File: config.mk
export PLATFORM = sky130hd
export DESIGN_NAME = acmc_clock_mode
export DESIGN_NICKNAME = d
export VERILOG_FILES = /design/src/rtl/acmc_pkg.sv /design/src/rtl/acmc_pin_sync.sv /design/src/rtl/acmc_clock_mode.sv
export SDC_FILE = /design/constraint.sdc
export NUM_CORES = 1
export LEC_CHECK = 0
export BUFFER_PORTS_ARGS = -buffer_cell sky130_fd_sc_hd__buf_2
export CORE_ASPECT_RATIO = 0.5
export CORE_MARGIN = 5
export CORE_UTILIZATION = 35
export CTS_BUF_LIST = sky130_fd_sc_hd__clkbuf_8
export CTS_CLUSTER_DIAMETER = 120
export CTS_CLUSTER_SIZE = 12
export DETAILED_ROUTE_END_ITERATION = 8
export GPL_TIMING_DRIVEN = 0
export PLACE_DENSITY = 0.57
export SYNTH_ARGS = -nofsm -noshare
export SYNTH_HDL_FRONTEND = slang
export SYNTH_SLANG_ARGS = --single-unit
File: constraint.sdc
create_clock -name clk_in -period 5.2 [get_ports clk_in]
set_clock_uncertainty 0.15 [all_clocks]
set_input_delay 0.52 -clock clk_in [delete_from_list [all_inputs] [get_ports clk_in]]
set_output_delay 0.52 -clock clk_in [all_outputs]
set_load 0.02 [all_outputs]
File: src/rtl/acmc_pkg.sv
// Constants, field layouts and types shared by the audio clock mode controller
package acmc_pkg;

    // Register byte offsets on the Wishbone bus
    localparam logic [7:0] ACMC_CTRL_OFS   = 8'h00;
    localparam logic [7:0] ACMC_STATUS_OFS = 8'h04;
    localparam logic [7:0] ACMC_FRAMES_OFS = 8'h08;

    // Control register field positions
    localparam int ACMC_CTRL_PLL_POWER_POS = 0;
    localparam int ACMC_CTRL_MASTER_POS    = 1;
    localparam int ACMC_CTRL_MCLK_OE_POS   = 2;
    localparam int ACMC_CTRL_ADC_L_POS     = 3;
    localparam int ACMC_CTRL_ADC_R_POS     = 4;
    localparam int ACMC_CTRL_BCLK_RAT_POS  = 5;
    localparam int ACMC_CTRL_MDIV_POS      = 6;
    localparam int ACMC_CTRL_REFSEL_POS    = 8;
    localparam int ACMC_CTRL_RATE_POS      = 12;
    localparam int ACMC_CTRL_WIDTH         = 16;

    // Reset value of the control register: slave, PLL off, outputs quiet
    localparam logic [15:0] ACMC_CTRL_RESET = 16'h0000;

    // Frame clock rising edges from ADC power-up to valid output data
    localparam logic [10:0] ACMC_ADC_VALID_FRAMES = 11'h423;

    // PLL lock time and the clock rate it is counted in
    localparam int ACMC_PLL_LOCK_TIME_MS = 40;
    localparam int ACMC_CLK_FREQ_KHZ     = 200000;
    localparam int ACMC_PLL_LOCK_CYCLES  = ACMC_PLL_LOCK_TIME_MS * ACMC_CLK_FREQ_KHZ;

    // Bits per half frame for each bit clock ratio setting (32fs and 64fs)
    localparam logic [5:0] ACMC_HALF_FRAME_32 = 6'h10;
    localparam logic [5:0] ACMC_HALF_FRAME_64 = 6'h20;

    // Clock modes derived from the power and master-select bits and bit 2 of the PLL reference select
    typedef enum logic [2:0] {
        ACMC_MODE_EXT_SLAVE,
        ACMC_MODE_PLL_SLAVE_MCLK,
        ACMC_MODE_PLL_SLAVE_FRAME,
        ACMC_MODE_PLL_MASTER,
        ACMC_MODE_UNDEFINED
    } acmc_mode_t;

    // Control register contents, bit 0 first from the right
    typedef struct packed {
        logic [3:0] rate_select;
        logic [3:0] pll_ref_select;
        logic [1:0] mclk_out_divider;
        logic       bitclk_ratio;
        logic       adc_right_power;
        logic       adc_left_power;
        logic       mclk_out_enable;
        logic       master_select;
        logic       pll_power_on;
    } acmc_ctrl_t;

    // Status register contents
    typedef struct packed {
        logic       mclk_invalid;
        logic       ref_from_mclk;
        logic       clocks_driven;
        logic       adc_data_valid;
        logic       pll_locked;
        acmc_mode_t mode;
    } acmc_status_t;

endpackage : acmc_pkg

File: src/rtl/acmc_pin_sync.sv
// Three-stage pin synchroniser that accepts a change once stages two and three agree
module acmc_pin_sync
    import acmc_pkg::*;
#(
    parameter logic RESET_LEVEL = 1'b0
)
(
    input  wire logic clk_in,
    input  wire logic rst_in,
    input  wire logic pin_in,
    output logic      level_out
);

    logic stage1;
    logic stage2;
    logic stage3;

    // Shift the pin through three flops
    always_ff @(posedge clk_in)
    begin
        if (rst_in)
        begin
            stage1 <= RESET_LEVEL;
            stage2 <= RESET_LEVEL;
            stage3 <= RESET_LEVEL;
        end
        else
        begin
            stage1 <= pin_in;
            stage2 <= stage1;
            stage3 <= stage2;
        end
    end

    // Take the new level only when the two late stages agree
    always_ff @(posedge clk_in)
    begin
        if (rst_in)
            level_out <= RESET_LEVEL;
        else if (stage2 == stage3)
            level_out <= stage3;
    end

endmodule : acmc_pin_sync

File: src/rtl/acmc_clock_mode.sv
// Audio clock mode controller: mode decode, clock pin control and ADC data gating
// Function
// - Mode from PLL power and master-select bits
// - Slave mode 1 references master clock pin
// - Slave mode 2 locks to frame/bit clock
// - Undefined combo gives invalid master clock out
// - Master clock out low unless enabled
// - ADC data valid after 1059 frame edges
// - Power-down pin low resets all control
// - Master-select 1 with PLL on is master; reset starts slave
// - Master clocks held low until PLL lock
//
// Local design decisions: the placing of the registers and the Wishbone slave port.
module acmc_clock_mode
    import acmc_pkg::*;
#(
    parameter int PLL_LOCK_CYCLES = ACMC_PLL_LOCK_CYCLES,
    parameter int BCLK_HALF_CYCLES = 4
)
(
    input  wire logic        clk_in,
    input  wire logic        rst_in,
    input  wire logic        powerdown_pin_n_in,
    input  wire logic        wb_cyc_in,
    input  wire logic        wb_stb_in,
    input  wire logic        wb_we_in,
    input  wire logic [7:0]  wb_adr_in,
    input  wire logic [3:0]  wb_sel_in,
    input  wire logic [31:0] wb_dat_in,
    output logic [31:0]      wb_dat_out,
    output logic             wb_ack_out,
    input  wire logic        mclk_in_pin_in,
    input  wire logic        frame_clock_in,
    output logic             frame_clock_out,
    output logic             frame_clock_oe_n_out,
    input  wire logic        bit_clock_in,
    output logic             bit_clock_out,
    output logic             bit_clock_oe_n_out,
    output logic             mclk_out,
    input  wire logic        adc_serial_bit_in,
    output logic             serial_data_out,
    output logic             serial_data_valid_out,
    output acmc_mode_t       mode_out,
    output logic             pll_ref_from_mclk_out
);

    // Elaboration checks on the parameters
    if (PLL_LOCK_CYCLES < 1 || PLL_LOCK_CYCLES > 16777215)
        $error("PLL_LOCK_CYCLES out of range");
    if (BCLK_HALF_CYCLES < 1 || BCLK_HALF_CYCLES > 255)
        $error("BCLK_HALF_CYCLES out of range");

    localparam logic [23:0] LOCK_LAST = 24'(PLL_LOCK_CYCLES - 1);
    localparam logic [7:0]  BCLK_LAST = 8'(BCLK_HALF_CYCLES - 1);

    // Decode the mode from the control bits
    function automatic acmc_mode_t decode_mode(input acmc_ctrl_t c);
        if (c.pll_power_on && c.master_select)
            decode_mode = ACMC_MODE_PLL_MASTER;
        else if (c.pll_power_on && c.pll_ref_select[2])
            decode_mode = ACMC_MODE_PLL_SLAVE_MCLK;
        else if (c.pll_power_on)
            decode_mode = ACMC_MODE_PLL_SLAVE_FRAME;
        else if (c.master_select)
            decode_mode = ACMC_MODE_UNDEFINED;
        else
            decode_mode = ACMC_MODE_EXT_SLAVE;
    endfunction : decode_mode

    // Merge written bytes into a register word
    function automatic logic [31:0] merge_bytes(input logic [31:0] old_word,
                                                input logic [31:0] new_word,
                                                input logic [3:0]  sel);
        logic [31:0] result;
        result = old_word;
        for (int i = 0; i < 4; i++)
            if (sel[i])
                result[i*8 +: 8] = new_word[i*8 +: 8];
        merge_bytes = result;
    endfunction : merge_bytes

    logic         powerdown_level;
    logic         ctl_rst;
    logic [15:0]  ctrl_word;
    acmc_ctrl_t   ctrl;
    acmc_mode_t   mode;
    acmc_status_t status;
    logic         bus_req;
    logic [23:0]  lock_count;
    logic         pll_locked;
    logic         prev_pll_power;
    logic [3:0]   prev_rate;
    logic [7:0]   bclk_div;
    logic         bclk_gen;
    logic [5:0]   bit_count;
    logic         fclk_gen;
    logic [7:0]   mclk_div;
    logic         frame_level;
    logic         bit_level;
    logic         frame_prev;
    logic         frame_rise;
    logic         adc_any_power;
    logic         adc_prev_power;
    logic [10:0]  frame_count;
    logic         adc_valid;
    logic         drive_clocks;
    logic [5:0]   half_frame;

    // Power-down pin is synchronised and acts as a reset of all control logic
    acmc_pin_sync #(.RESET_LEVEL(1'b1)) u_pdn_sync (
        .clk_in    (clk_in),
        .rst_in    (rst_in),
        .pin_in    (powerdown_pin_n_in),
        .level_out (powerdown_level)
    );
    assign ctl_rst = rst_in | ~powerdown_level;

    // Frame and bit clock inputs from the host
    acmc_pin_sync u_frame_sync (
        .clk_in    (clk_in),
        .rst_in    (ctl_rst),
        .pin_in    (frame_clock_in),
        .level_out (frame_level)
    );
    acmc_pin_sync u_bit_sync (
        .clk_in    (clk_in),
        .rst_in    (ctl_rst),
        .pin_in    (bit_clock_in),
        .level_out (bit_level)
    );

    // Mode follows the control word combinationally so a write takes effect at once
    assign ctrl = acmc_ctrl_t'(ctrl_word);
    assign mode = decode_mode(ctrl);
    assign mode_out = mode;
    assign pll_ref_from_mclk_out = (mode == ACMC_MODE_PLL_SLAVE_MCLK);

    // Wishbone request and one-cycle acknowledge
    assign bus_req = wb_cyc_in & wb_stb_in & ~wb_ack_out;

    always_ff @(posedge clk_in)
    begin
        if (ctl_rst)
            wb_ack_out <= 1'b0;
        else
            wb_ack_out <= bus_req;
    end

    // Control register write; reset leaves the device in slave mode
    always_ff @(posedge clk_in)
    begin
        if (ctl_rst)
            ctrl_word <= ACMC_CTRL_RESET;
        else if (bus_req && wb_we_in && wb_adr_in == ACMC_CTRL_OFS)
            ctrl_word <= 16'(merge_bytes({16'h0000, ctrl_word}, wb_dat_in, wb_sel_in));
    end

    // Status word
    always_comb
    begin
        status.mode           = mode;
        status.pll_locked     = pll_locked;
        status.adc_data_valid = adc_valid;
        status.clocks_driven  = drive_clocks;
        status.ref_from_mclk  = pll_ref_from_mclk_out;
        status.mclk_invalid   = (mode == ACMC_MODE_UNDEFINED) && ctrl.mclk_out_enable;
    end

    // Registered read data; unmapped offsets read as zero
    always_ff @(posedge clk_in)
    begin
        if (ctl_rst)
            wb_dat_out <= 32'h0000_0000;
        else if (bus_req && !wb_we_in)
        begin
            if (wb_adr_in == ACMC_CTRL_OFS)
                wb_dat_out <= {16'h0000, ctrl_word};
            else if (wb_adr_in == ACMC_STATUS_OFS)
                wb_dat_out <= {24'h000000, status};
            else if (wb_adr_in == ACMC_FRAMES_OFS)
                wb_dat_out <= {21'h000000, frame_count};
            else
                wb_dat_out <= 32'h0000_0000;
        end
    end

    // PLL lock model: restarts on power-up or a rate change
    always_ff @(posedge clk_in)
    begin
        if (ctl_rst)
        begin
            prev_pll_power <= 1'b0;
            prev_rate      <= 4'h0;
            lock_count     <= 24'h000000;
            pll_locked     <= 1'b0;
        end
        else
        begin
            prev_pll_power <= ctrl.pll_power_on;
            prev_rate      <= ctrl.rate_select;
            if (!ctrl.pll_power_on || (ctrl.pll_power_on && !prev_pll_power)
                || ctrl.rate_select != prev_rate)
            begin
                lock_count <= 24'h000000;
                pll_locked <= 1'b0;
            end
            else if (lock_count == LOCK_LAST)
                pll_locked <= 1'b1;
            else
                lock_count <= lock_count + 24'h000001;
        end
    end

    // Master clocks run only in PLL master mode once locked
    assign drive_clocks = (mode == ACMC_MODE_PLL_MASTER) && pll_locked;
    assign half_frame   = ctrl.bitclk_ratio ? ACMC_HALF_FRAME_64 : ACMC_HALF_FRAME_32;

    // Bit clock divider
    always_ff @(posedge clk_in)
    begin
        if (ctl_rst || !drive_clocks)
        begin
            bclk_div <= 8'h00;
            bclk_gen <= 1'b0;
        end
        else if (bclk_div == BCLK_LAST)
        begin
            bclk_div <= 8'h00;
            bclk_gen <= ~bclk_gen;
        end
        else
            bclk_div <= bclk_div + 8'h01;
    end

    // Frame clock changes only on a falling bit clock, never with a rising one
    always_ff @(posedge clk_in)
    begin
        if (ctl_rst || !drive_clocks)
        begin
            bit_count <= 6'h00;
            fclk_gen  <= 1'b0;
        end
        else if (bclk_div == BCLK_LAST && bclk_gen)
        begin
            if (bit_count == half_frame - 6'h01)
            begin
                bit_count <= 6'h00;
                fclk_gen  <= ~fclk_gen;
            end
            else
                bit_count <= bit_count + 6'h01;
        end
    end

    // Pin directions: outputs in master mode, inputs in all slave modes
    assign frame_clock_out      = fclk_gen;
    assign bit_clock_out        = bclk_gen;
    assign frame_clock_oe_n_out = (mode != ACMC_MODE_PLL_MASTER);
    assign bit_clock_oe_n_out   = (mode != ACMC_MODE_PLL_MASTER);

    // Master clock output divider
    always_ff @(posedge clk_in)
    begin
        if (ctl_rst)
            mclk_div <= 8'h00;
        else
            mclk_div <= mclk_div + 8'h01;
    end

    // Master clock out: low when disabled, divider bit 0 XOR the master clock pin in the undefined mode
    always_ff @(posedge clk_in)
    begin
        if (ctl_rst || !ctrl.mclk_out_enable)
            mclk_out <= 1'b0;
        else if (mode == ACMC_MODE_UNDEFINED)
            mclk_out <= mclk_div[0] ^ mclk_in_pin_in;
        else
            mclk_out <= mclk_div[ctrl.mclk_out_divider];
    end

    // Frame rising edge from the generated or the received frame clock
    always_ff @(posedge clk_in)
    begin
        if (ctl_rst)
            frame_prev <= 1'b0;
        else
            frame_prev <= (mode == ACMC_MODE_PLL_MASTER) ? fclk_gen : frame_level;
    end
    assign frame_rise = ((mode == ACMC_MODE_PLL_MASTER) ? fclk_gen : frame_level) & ~frame_prev;

    // ADC power edge tracking
    assign adc_any_power = ctrl.adc_left_power | ctrl.adc_right_power;

    always_ff @(posedge clk_in)
    begin
        if (ctl_rst)
            adc_prev_power <= 1'b0;
        else
            adc_prev_power <= adc_any_power;
    end

    // Count frame edges after an ADC power-up before output data is trusted
    always_ff @(posedge clk_in)
    begin
        if (ctl_rst || !adc_any_power || (adc_any_power && !adc_prev_power))
        begin
            frame_count <= 11'h000;
            adc_valid   <= 1'b0;
        end
        else if (frame_rise && !adc_valid)
        begin
            frame_count <= frame_count + 11'h001;
            if (frame_count + 11'h001 == ACMC_ADC_VALID_FRAMES)
                adc_valid <= 1'b1;
        end
    end

    // Serial output is held low until the ADC data is valid
    always_ff @(posedge clk_in)
    begin
        if (ctl_rst)
            serial_data_out <= 1'b0;
        else
            serial_data_out <= adc_valid & adc_serial_bit_in;
    end
    assign serial_data_valid_out = adc_valid;

endmodule : acmc_clock_mode

==> metrics.txt, run 1 <==
proportion of synthesized flip-flops having asynchronous set or reset=0%; Total Neg Setup Slack=0 ns; wirelength, routed=around 11000 um; Worst IR Drop VDD=0.115 mV; Worst Setup Slack, final=2.94 ns; CP Cell Sequence=clkbuf_1, nor2b_1, buf_2; Std-Cell Core Area=around 0.014 mm^2; top library cells by usage in the layout, fill and taps aside=dfxtp_1, nor2_1, buf_2; register-to-register path setup slack=3.07 ns; synthesized area per cell=8.81 um^2; relative slew slack=34.5%; stage delay of the slowest cell on the critical path=0.38 ns; CTS-repair resized insts=0; most common cell after layout, fill and taps aside=dfxtp_1; number of hold violations in the final report=0; first-pass GRT wire length=18700 um; number of port buffers=62; RSZ-0062 raised after global routing=no; routability cong.=0.769; Filler Cell Count=approximately 1400; worst skew pair latency=0.37 ns; summed instance area of the synthesized netlist=0.00481 mm^2; grt total ovfl=0; Mapped Cells=546; number of global-route vias before repair=~3800; number of hold buffers added after cts=0; die extent in x=roughly 180 um; Primary FF master, synth=dfxtp_1; area share of the largest cell type after synthesis=between 40 and 50%; number of DRC markers in iteration 0=~140; H-tree depth=3; transition time of the tightest slew-check pin=between 0.9 and 1 ns; layout-stage area growth over the synthesis result=16.1%; Area contributors post-synth=dfxtp_1, nor2_1, xor2_1; leakage power=2.21 nW; number of sinks driven by the clock tree=107; boundary pin count=98; antenna violations before repair=0; Buffers & Inverters on Critical Path=2; number of flip-flops and latches in the synthesized netlist=107; sequential fraction of the synthesis area=44.5%; status=completed; # nets final=694; start-to-end type of the worst setup path=reg2out; number of antenna diodes=0; Top delay family on crit path=buffers and inverters; type of the most critical hold path=in2reg; antenna viol nets, final=0; detailed placer's ending HPWL=8290 um; vias per std cell=4.86; ratio of final minimum period to clock period=43.5%; pre-CTS setup slack=2.79 ns; post-CTS setup-driven buffer insertion count=0; total power per unit cell area=248 mW/mm^2; arrival time at the worst endpoint=1.59 ns; detailed-route wire length per cell=13.7 um; number of design rule violations left after detail routing=0; Max-cap violations=0; GRT Total Usage=13.9%; number of buffers inserted during clock tree synthesis=9; area enclosed by the die boundary=roughly 0.016 mm^2; post-synth top area cell=dfxtp_1; Detailed Routing Iterations Pass 1=4; TritonCTS clock tree=yes; layout cell share with drive strength beyond 1=18.0%; maximum number of pins on one net before global-route repair=19; CP required=4.53 ns; Vias=3957; critical path peak fanout=10; initial cell density of the core=35.6%; category of the worst setup path launch point=flop; die height=92.9 um; number of synthesis warnings=0; Slew Viols, Final=0; Crit-path slowest cell=nor2b_1; post-route minimum period=2.26 ns; floorplan row count=30; maximum clock frequency=442 MHz; Root Driver=clkbuf_8; distinct cell type count after synthesis=roughly 50; category of the worst setup path capture point=primary output; maximum root-to-sink buffer count=2; Setup violations, final=0; count of flip-flops with a built-in enable after synthesis=0; Clk pin slew, worst setup/hold paths=0.10 ns
[per-stage QoR]
stage	util, %	area, um^2	hold slack (ns)	power (mW)	instances
final	41.3	5590	0.177	1.39	815
after global routing	41.3	5590	0.163	1.44	815
after CTS	41.3	5590	0.162	1.40	815
after detailed placement	40.0	5400	0.248	0.907	799
after global placement	40.0	5400	0.264	0.907	799
after floorplan	-	4870	0.239	0.883	561
[power breakdown]
| part | total, mW | internal, mW | switching, mW |
|---|---|---|---|
| sequential | 0.826 | 0.823 | 0.00298 |
| combinational | 0.0622 | 0.0262 | 0.0360 |
| clock | 0.497 | 0.193 | 0.305 |
| total | 1.39 | 1.04 | 0.344 |
[synth_stat cells, types with 2 or more instances]
cell type    n
o21ai_0     17
inv_1        9
ha_1         6
nand4_1     15
nand3_1     22
o21bai_1     2
a21oi_1     15
buf_6        2
buf_2        4
or3_1        6
nand2_1     32
nor2b_1     10
mux2i_1     23
nand2b_1     3
buf_4       17
and2_1      11
a22oi_1     14
clkbuf_1    17
xnor2_1     17
and4_4       2
a31oi_1      3
and4_1       2
and3_1      10
or4_1        3
dfxtp_1    107
nor3_1       7
or2_2        5
nor4_1      12
xor2_1      29
nand3b_1     2
nor2_1      96
nor4b_1      4
a211oi_1     4
[layer usage]
metal  global-route usage [%]  vias up  part of all wire (%)
li1                         -     2034                     -
met1                     19.2     1841                    51
met2                     22.1       76                    44
met3                     2.90        6                   4.0
met4                     3.89        0                   1.0
met5                        0        -                     0
[cells by family (layout without fill, tap and decap cells)]
| kind of cell | count (synthesis) | after routing | share of synthesized area (%) |
|---|---|---|---|
| and+or+nand+nor | 247 | 247 | 25.9 |
| muxes | 25 | 25 | 5.49 |
| AOI/OAI and AO/OA | 64 | 64 | 8.48 |
| adders and majority gates | 6 | 6 | 1.56 |
| DFF | 107 | 107 | 44.5 |
| buffers and inverters | 50 | 128 | 5.64 |
| xor gates and xnor gates | 46 | 46 | 8.37 |
| other | 1 | 16 | 0.0779 |
[final cells by class]
| class | count | area, um^2 | area share (%) |
|---|---|---|---|
| repair buffers | 62 | 310 | 5.56 |
| flip-flops and latches | 107 | 2140 | 38.4 |
| clock buffers | 10 | 138 | 2.46 |
| well taps | 176 | 220 | 3.94 |
| clock inverters | 6 | 48.8 | 0.874 |
| plain buffers | 41 | 238 | 4.26 |
| multi-input cells | 404 | 2450 | 44.0 |
| inverters | 9 | 33.8 | 0.605 |
[final timing paths]
path,startpoint,end,depth (start not counted)
hold / removal,powerdown_pin_n_in,u_pdn_sync.stage1,2
setup / recovery,ctrl[0],mode_out[2],3
setup reg to reg,frame_count[1],serial_data_valid_out,6
hold reg to reg,u_pdn_sync.stage1,u_pdn_sync.stage2,1
[state kept, by name, indices dropped and copies added (netlist names), 4 cells and up]
signal / cells
frame_count: 11
wb_dat_out: 16
prev_rate: 4
mclk_div: 4
bit_count: 6
bclk_div: 8
ctrl: 16
lock_count: 24
No activity file was read; power rests on OpenSTA's default activity.
==> inputs of run 2 (changes only) <==
- PLACE_DENSITY: 0.57 -> 0.59
- clock period: 5.2 -> 2 ns (I/O delays scaled with it)
==> run 2 against run 1 <==
Combinational power increased to 3.2 times the previous value. Core utilization rose by 3.1 points. Largest cell class unchanged. Sequential cell count unchanged. Register-to-register slack worse by 3.0 ns. Via count grew 1.6%. Clock power grew to 2.8 times the previous value. Sequential share of layout area is 2.5 points lower. Final cell count increased by 3.1%. Global-route usage grew 0.20 points. Count of clock-buffer cells in the layout down 1.
==> metrics.txt, run 2 (synthesized netlist as in run 1, its figures left out) <==
number of antenna diodes=0 (unchanged); category of the worst setup path launch point=flop; Detailed Routing Iterations Pass 1=5 (+1); area enclosed by the die boundary=0.0163 mm^2 (unchanged); number of sinks driven by the clock tree=107 (unchanged); worst skew pair latency=0.38 ns (about the same); number of port buffers=62 (unchanged); Filler Cell Count=1358 (-3.8%); relative slew slack=59.1% (+25 points); start-to-end type of the worst setup path=reg2reg; grt total ovfl=0 (unchanged); arrival time at the worst endpoint=2.07 ns (+0.48 ns); vias per std cell=4.78 (-1.5%); Layout Cell Area excl Fill=0.00601 mm^2 (+7.6%); routability cong.=0.816 (+6.1%); Worst IR Drop VDD=0.321 mV (+180%); Clk pin slew, worst setup/hold paths=0.11 ns (about the same); detailed placer's ending HPWL=7980 um (-3.7%); transition time of the tightest slew-check pin=0.609 ns (-0.366 ns); filler-free cell count of the finished design=840 (+3.1%); type of the most critical hold path=in2reg; Vias=4019 (+1.6%); Std-Cell Core Area=0.0135 mm^2 (unchanged); maximum root-to-sink buffer count=2 (unchanged); Setup violations, final=0 (unchanged); number of DRC markers in iteration 0=178 (+31%); CP required=2.17 ns (-2.36 ns); ratio of final minimum period to clock period=95.0%; number of design rule violations left after detail routing=0 (unchanged); Top Metal Used=met4; H-tree depth=3 (unchanged); dpl cell area=0.00540 mm^2 (unchanged); Multi-input gate area=0.00258 mm^2 (+5.1%); met1 wire length=5460 um (-3.9%); initial cell density of the core=35.6% (unchanged); Max-cap violations=0 (unchanged); met2 WL post-DR=5070 um (+2.7%); Root Driver=clkbuf_8; wirelength, routed=11300 um (+0.72%); first-pass GRT wire length=18900 um (+1.2%); post-route minimum period=around 1.9 ns; die extent in x=176 um (unchanged); max FFs per register=24 (unchanged); total power per unit cell area=618 mW/mm^2 (+150%); critical path peak fanout=8 (-2); most common cell after layout, fill and taps aside=dfxtp_1; status=completed; number of buffers inserted during clock tree synthesis=9 (unchanged); Slew Viols, Final=0 (unchanged); layout-stage area growth over the synthesis result=24.9%; antenna viol nets, final=0 (unchanged); maximum clock frequency=527 MHz; detailed-route wire length per cell=13.4 um (-2.3%); Most flops, register=lock_count; Placed Cells incl. Taps=799 (unchanged); metal3 WL=476 um (+6.3%); top library cells by usage in the layout, fill and taps aside=dfxtp_1, nor2_1, buf_2; floorplan row count=30 (unchanged); RSZ-0062 raised after global routing=yes; leakage power=2.37 nW (+7.3%); TritonCTS clock tree=yes; # nets final=719 (+3.6%); die height=92.9 um (unchanged); boundary pin count=98 (unchanged); maximum number of pins on one net before global-route repair=19 (unchanged); GRT Total Usage=14.1% (+0.20 points); number of hold violations in the final report=0 (unchanged); number of global-route vias before repair=3943 (+3.9%); antenna violations before repair=0 (unchanged); register area=0.00216 mm^2 (+0.64%); layout cell share with drive strength beyond 1=22.9% (+4.9 points); category of the worst setup path capture point=flop
-- run 2: changes by cell type in the layout (fill, tap and decap cells not counted), sizes merged --
cell	change
buf	+3
bufinv	+1
clkbuf	-3
clkinvlp	-2
dlygate4sd3	+24
inv	+2
-- run 2: cell type report --
cell class              count  area share, %
plain buffers              39           4.10
clock buffers               9           2.06
clock inverters             7           1.23
inverters                   9          0.562
multi-input cells         404           43.0
flip-flops and latches    107           35.9
well taps                 176           3.67
repair buffers             89           9.54
-- run 2: layer usage --
layer / global-route usage, % / vias up
met3: 3.47 / 21
met1: 18.7 / 1851
met4: 5.06 / 0
met5: 0 / -
met2: 22.5 / 71
li1: - / 2076
-- run 2: worst max-delay path: stages (launching register included) --
cell and delay, ns:
dfxtp_1 0.42, and4_4 0.29, nand3_4 0.13, or3_1 0.40, or3_1 0.31, a21oi_1 0.14
-- run 2: repair_timing --
action / 4_1_cts / 5_1_grt
pin swaps: 0 / 8
gates resized for setup: 7 / 45
hold buffers: 24 / 0
hold endpoints to repair: 24 / 0
setup buffers: 0 / 3
setup endpoints to repair: 20 / 52
-- run 2: path summary, 6_finish.rpt --
kind | startpoint | to | slack (ns) | depth (start not counted)
min | wb_we_in | wb_dat_out[10] | 0.08 | 4
max | lock_count[10] | lock_count[17] | 0.10 | 5
min reg2reg | u_pdn_sync.stage1 | u_pdn_sync.stage2 | 0.27 | 1
max reg2reg | lock_count[10] | lock_count[17] | 0.10 | 5
-- run 2: power by group --
group          switching, mW  internal, mW  leakage (nW)
registers            0.00735          2.14         0.868
clock network          0.778         0.589         0.106
logic                  0.101        0.0994          1.40
total                  0.887          2.83          2.37
-- run 2: through the flow --
step	utilization (%)	power, mW	hold WS [ns]	TNS, ns	worst slack [ns]
after floorplan	-	2.30	0.154	0	0.221
after global placement	40.0	2.36	0.237	-1.31	-0.143
after detailed placement	40.0	2.36	0.237	-1.31	-0.168
after CTS	43.4	3.75	0.0486	0	0.00176
after global routing	44.5	3.87	0.0872	-0.00653	-0.00404
final	44.5	3.71	0.0779	0	0.101
==> inputs of run 3 (changes only) <==
==> constraint.sdc (replaced) <==
create_clock -name clk_in -period 2 [get_ports clk_in]
set_clock_uncertainty 0.15 [all_clocks]
set_input_delay 0.6 -clock clk_in [delete_from_list [all_inputs] [get_ports clk_in]]
set_output_delay 0.6 -clock clk_in [all_outputs]
set_load 0.02 [all_outputs]
==> run 3 against run 2 <==
The run now ends with setup timing left. Clock power hardly changed. Sequential share of layout area is 0.90 points higher. Combinational power is 19% lower. Non-clock buffer count is 14 lower. Largest cell class unchanged. Largest power group unchanged.
==> metrics.txt, run 3 (synthesized netlist as in run 1, its figures left out) <==
met1 wire length=5560 um (+1.9%); detailed placer's ending HPWL=7980 um (unchanged); initial cell density of the core=35.6% (unchanged); transition time of the tightest slew-check pin=0.593 ns (-0.0151 ns); Layout Cell Area excl Fill=0.00588 mm^2 (-2.2%); Worst Setup Slack, final=-0.00543 ns (-0.106 ns); Setup violations, final=1 (+1); number of antenna diodes=0 (unchanged); RSZ-0062 raised after global routing=yes; Clk pin slew, worst setup/hold paths=0.11 ns (about the same); most common cell after layout, fill and taps aside=dfxtp_1; category of the worst setup path launch point=flop; # nets final=705 (-1.9%); leakage power=2.33 nW (-1.7%); boundary pin count=98 (unchanged); max FFs per register=24 (unchanged); Comb pwr share=4.4% (-1.0 points); Most flops, register=lock_count; tightest hold margin=0.241 ns (+0.163 ns); Filler Cell Count=1371 (+0.96%); post-route minimum period=2.01 ns (+0.106 ns); start-to-end type of the worst setup path=reg2out; Root Driver=clkbuf_8; critical path peak fanout=5 (-3); number of global-route vias before repair=3861 (-2.1%); number of sinks driven by the clock tree=107 (unchanged); Top Metal Used=met4; Max-cap violations=0 (unchanged); Vias=3999 (-0.50%); TritonCTS clock tree=yes; area enclosed by the die boundary=0.0163 mm^2 (unchanged); number of DRC markers in iteration 0=200 (+12%); Total Power Consumption=3.67 mW (-1.1%); die height=92.9 um (unchanged); type of the most critical hold path=in2reg; first-pass GRT wire length=18700 um (-1.2%); die extent in x=176 um (unchanged); met2 WL post-DR=4960 um (-2.1%); grt total ovfl=0 (unchanged); CP required=1.25 ns (-0.92 ns); share of total power in the clock network=37.2% (+0.4 points); category of the worst setup path capture point=primary output; worst skew pair latency=0.38 ns (about the same); sequential fraction of design power=58.4% (+0.6 points); net switching power=0.877 mW (-1.0%); floorplan row count=30 (unchanged); metal3 WL=483 um (+1.5%); relative slew slack=60.1% (+1.0 points); layout-stage area growth over the synthesis result=22.2%; status=finished, violations left; detailed-route wire length per cell=13.6 um (+1.6%); maximum clock frequency=499 MHz (-5.3%); antenna violations before repair=0 (unchanged); switching power as a share of total power=23.9% (about the same); H-tree depth=3 (unchanged); Slew Viols, Final=0 (unchanged); antenna viol nets, final=0 (unchanged); Std-Cell Core Area=0.0135 mm^2 (unchanged); arrival time at the worst endpoint=1.26 ns (-0.81 ns); layout cell share with drive strength beyond 1=25.7% (+2.8 points); number of hold violations in the final report=0 (unchanged); Detailed Routing Iterations Pass 1=4 (-1); wirelength, routed=11200 um (about the same); maximum root-to-sink buffer count=2 (unchanged); cell internal pwr=2.80 mW (-1.1%); vias per std cell=4.84 (+1.2%); number of hold buffers added after cts=0 (-100%); failing checks=setup timing; GRT Total Usage=14.0% (-0.11 points); top library cells by usage in the layout, fill and taps aside=dfxtp_1, nor2_1, buf_2; Worst IR Drop VDD=0.324 mV (+0.86%); ratio of final minimum period to clock period=100% (+5.3 points); number of design rule violations left after detail routing=0 (unchanged); dpl cell area=0.00540 mm^2 (unchanged); number of port buffers=62 (unchanged); routability cong.=0.816 (unchanged); total power per unit cell area=625 mW/mm^2 (+1.1%); maximum number of pins on one net before global-route repair=19 (unchanged); number of buffers inserted during clock tree synthesis=9 (unchanged)
-- run 3: changes by cell type in the layout (fill, tap and decap cells not counted), moves of 2 or more --
cell	delta
dfxtp_1	-3
buf_2	-5
buf_4	+9
nor2b_2	-2
buf_6	+5
dfxtp_2	+2
dlygate4sd3_1	-24
nor2_2	+2
-- run 3: cell type report --
class | instances | area [um^2] | area share (%)
clock buffers | 9 | 124 | 2.11
inverters | 9 | 33.8 | 0.575
clock inverters | 7 | 73.8 | 1.26
plain buffers | 39 | 254 | 4.32
flip-flops and latches | 107 | 2160 | 36.8
well taps | 176 | 220 | 3.75
multi-input cells | 404 | 2570 | 43.7
repair buffers | 75 | 439 | 7.47
-- run 3: metal layers --
metal	global-route usage, %	up-vias
li1	-	2050
met1	18.5	1842
met2	22.0	82
met3	3.79	25
met4	5.12	0
met5	0	-
-- run 3: worst paths after layout --
kind / startpoint / slack (ns) / cells after the start / endpoint
setup / recovery: ctrl[1] / -0.005 / 3 / pll_ref_from_mclk_out
hold / removal: powerdown_pin_n_in / 0.24 / 2 / u_pdn_sync.stage1
setup reg to reg: frame_count[1] / 0.03 / 6 / serial_data_valid_out
hold reg to reg: u_pdn_sync.stage1 / 0.27 / 1 / u_pdn_sync.stage2
-- run 3: power by group through the flow --
| stage | Sequential (mW) | Clock, mW | Combinational [mW] |
|---|---|---|---|
| after floorplan | 2.20 | 0 | 0.100 |
| after global placement | 2.20 | 0 | 0.159 |
| after detailed placement | 2.20 | 0 | 0.160 |
| after CTS | 2.15 | 1.41 | 0.161 |
| after global routing | 2.15 | 1.50 | 0.180 |
| final | 2.14 | 1.37 | 0.163 |
-- run 3: what timing repair did --
item,4_1_cts,5_1_grt
endpoints found under the setup margin,31,48
pin swaps,0,8
buffers inserted,4,8
gates cloned,1,0
resized for setup,28,46
-- run 3: metrics by stage --
step	std cells	util, %	TNS, ns	worst slack, ns
global route	826	43.5	-0.217	-0.136
floorplan	561	-	0	0.0314
global placement	799	40.0	-12.83	-0.511
finish	826	43.5	-0.00543	-0.00543
detailed placement	799	40.0	-13.29	-0.459
CTS	820	42.4	-0.0810	-0.0370
-- run 3: worst max-delay path, stage by stage, from the launching register on --
cell	delay, ns
dfxtp_4	0.39
buf_6	0.12
and3b_2	0.24
buf_6	0.12
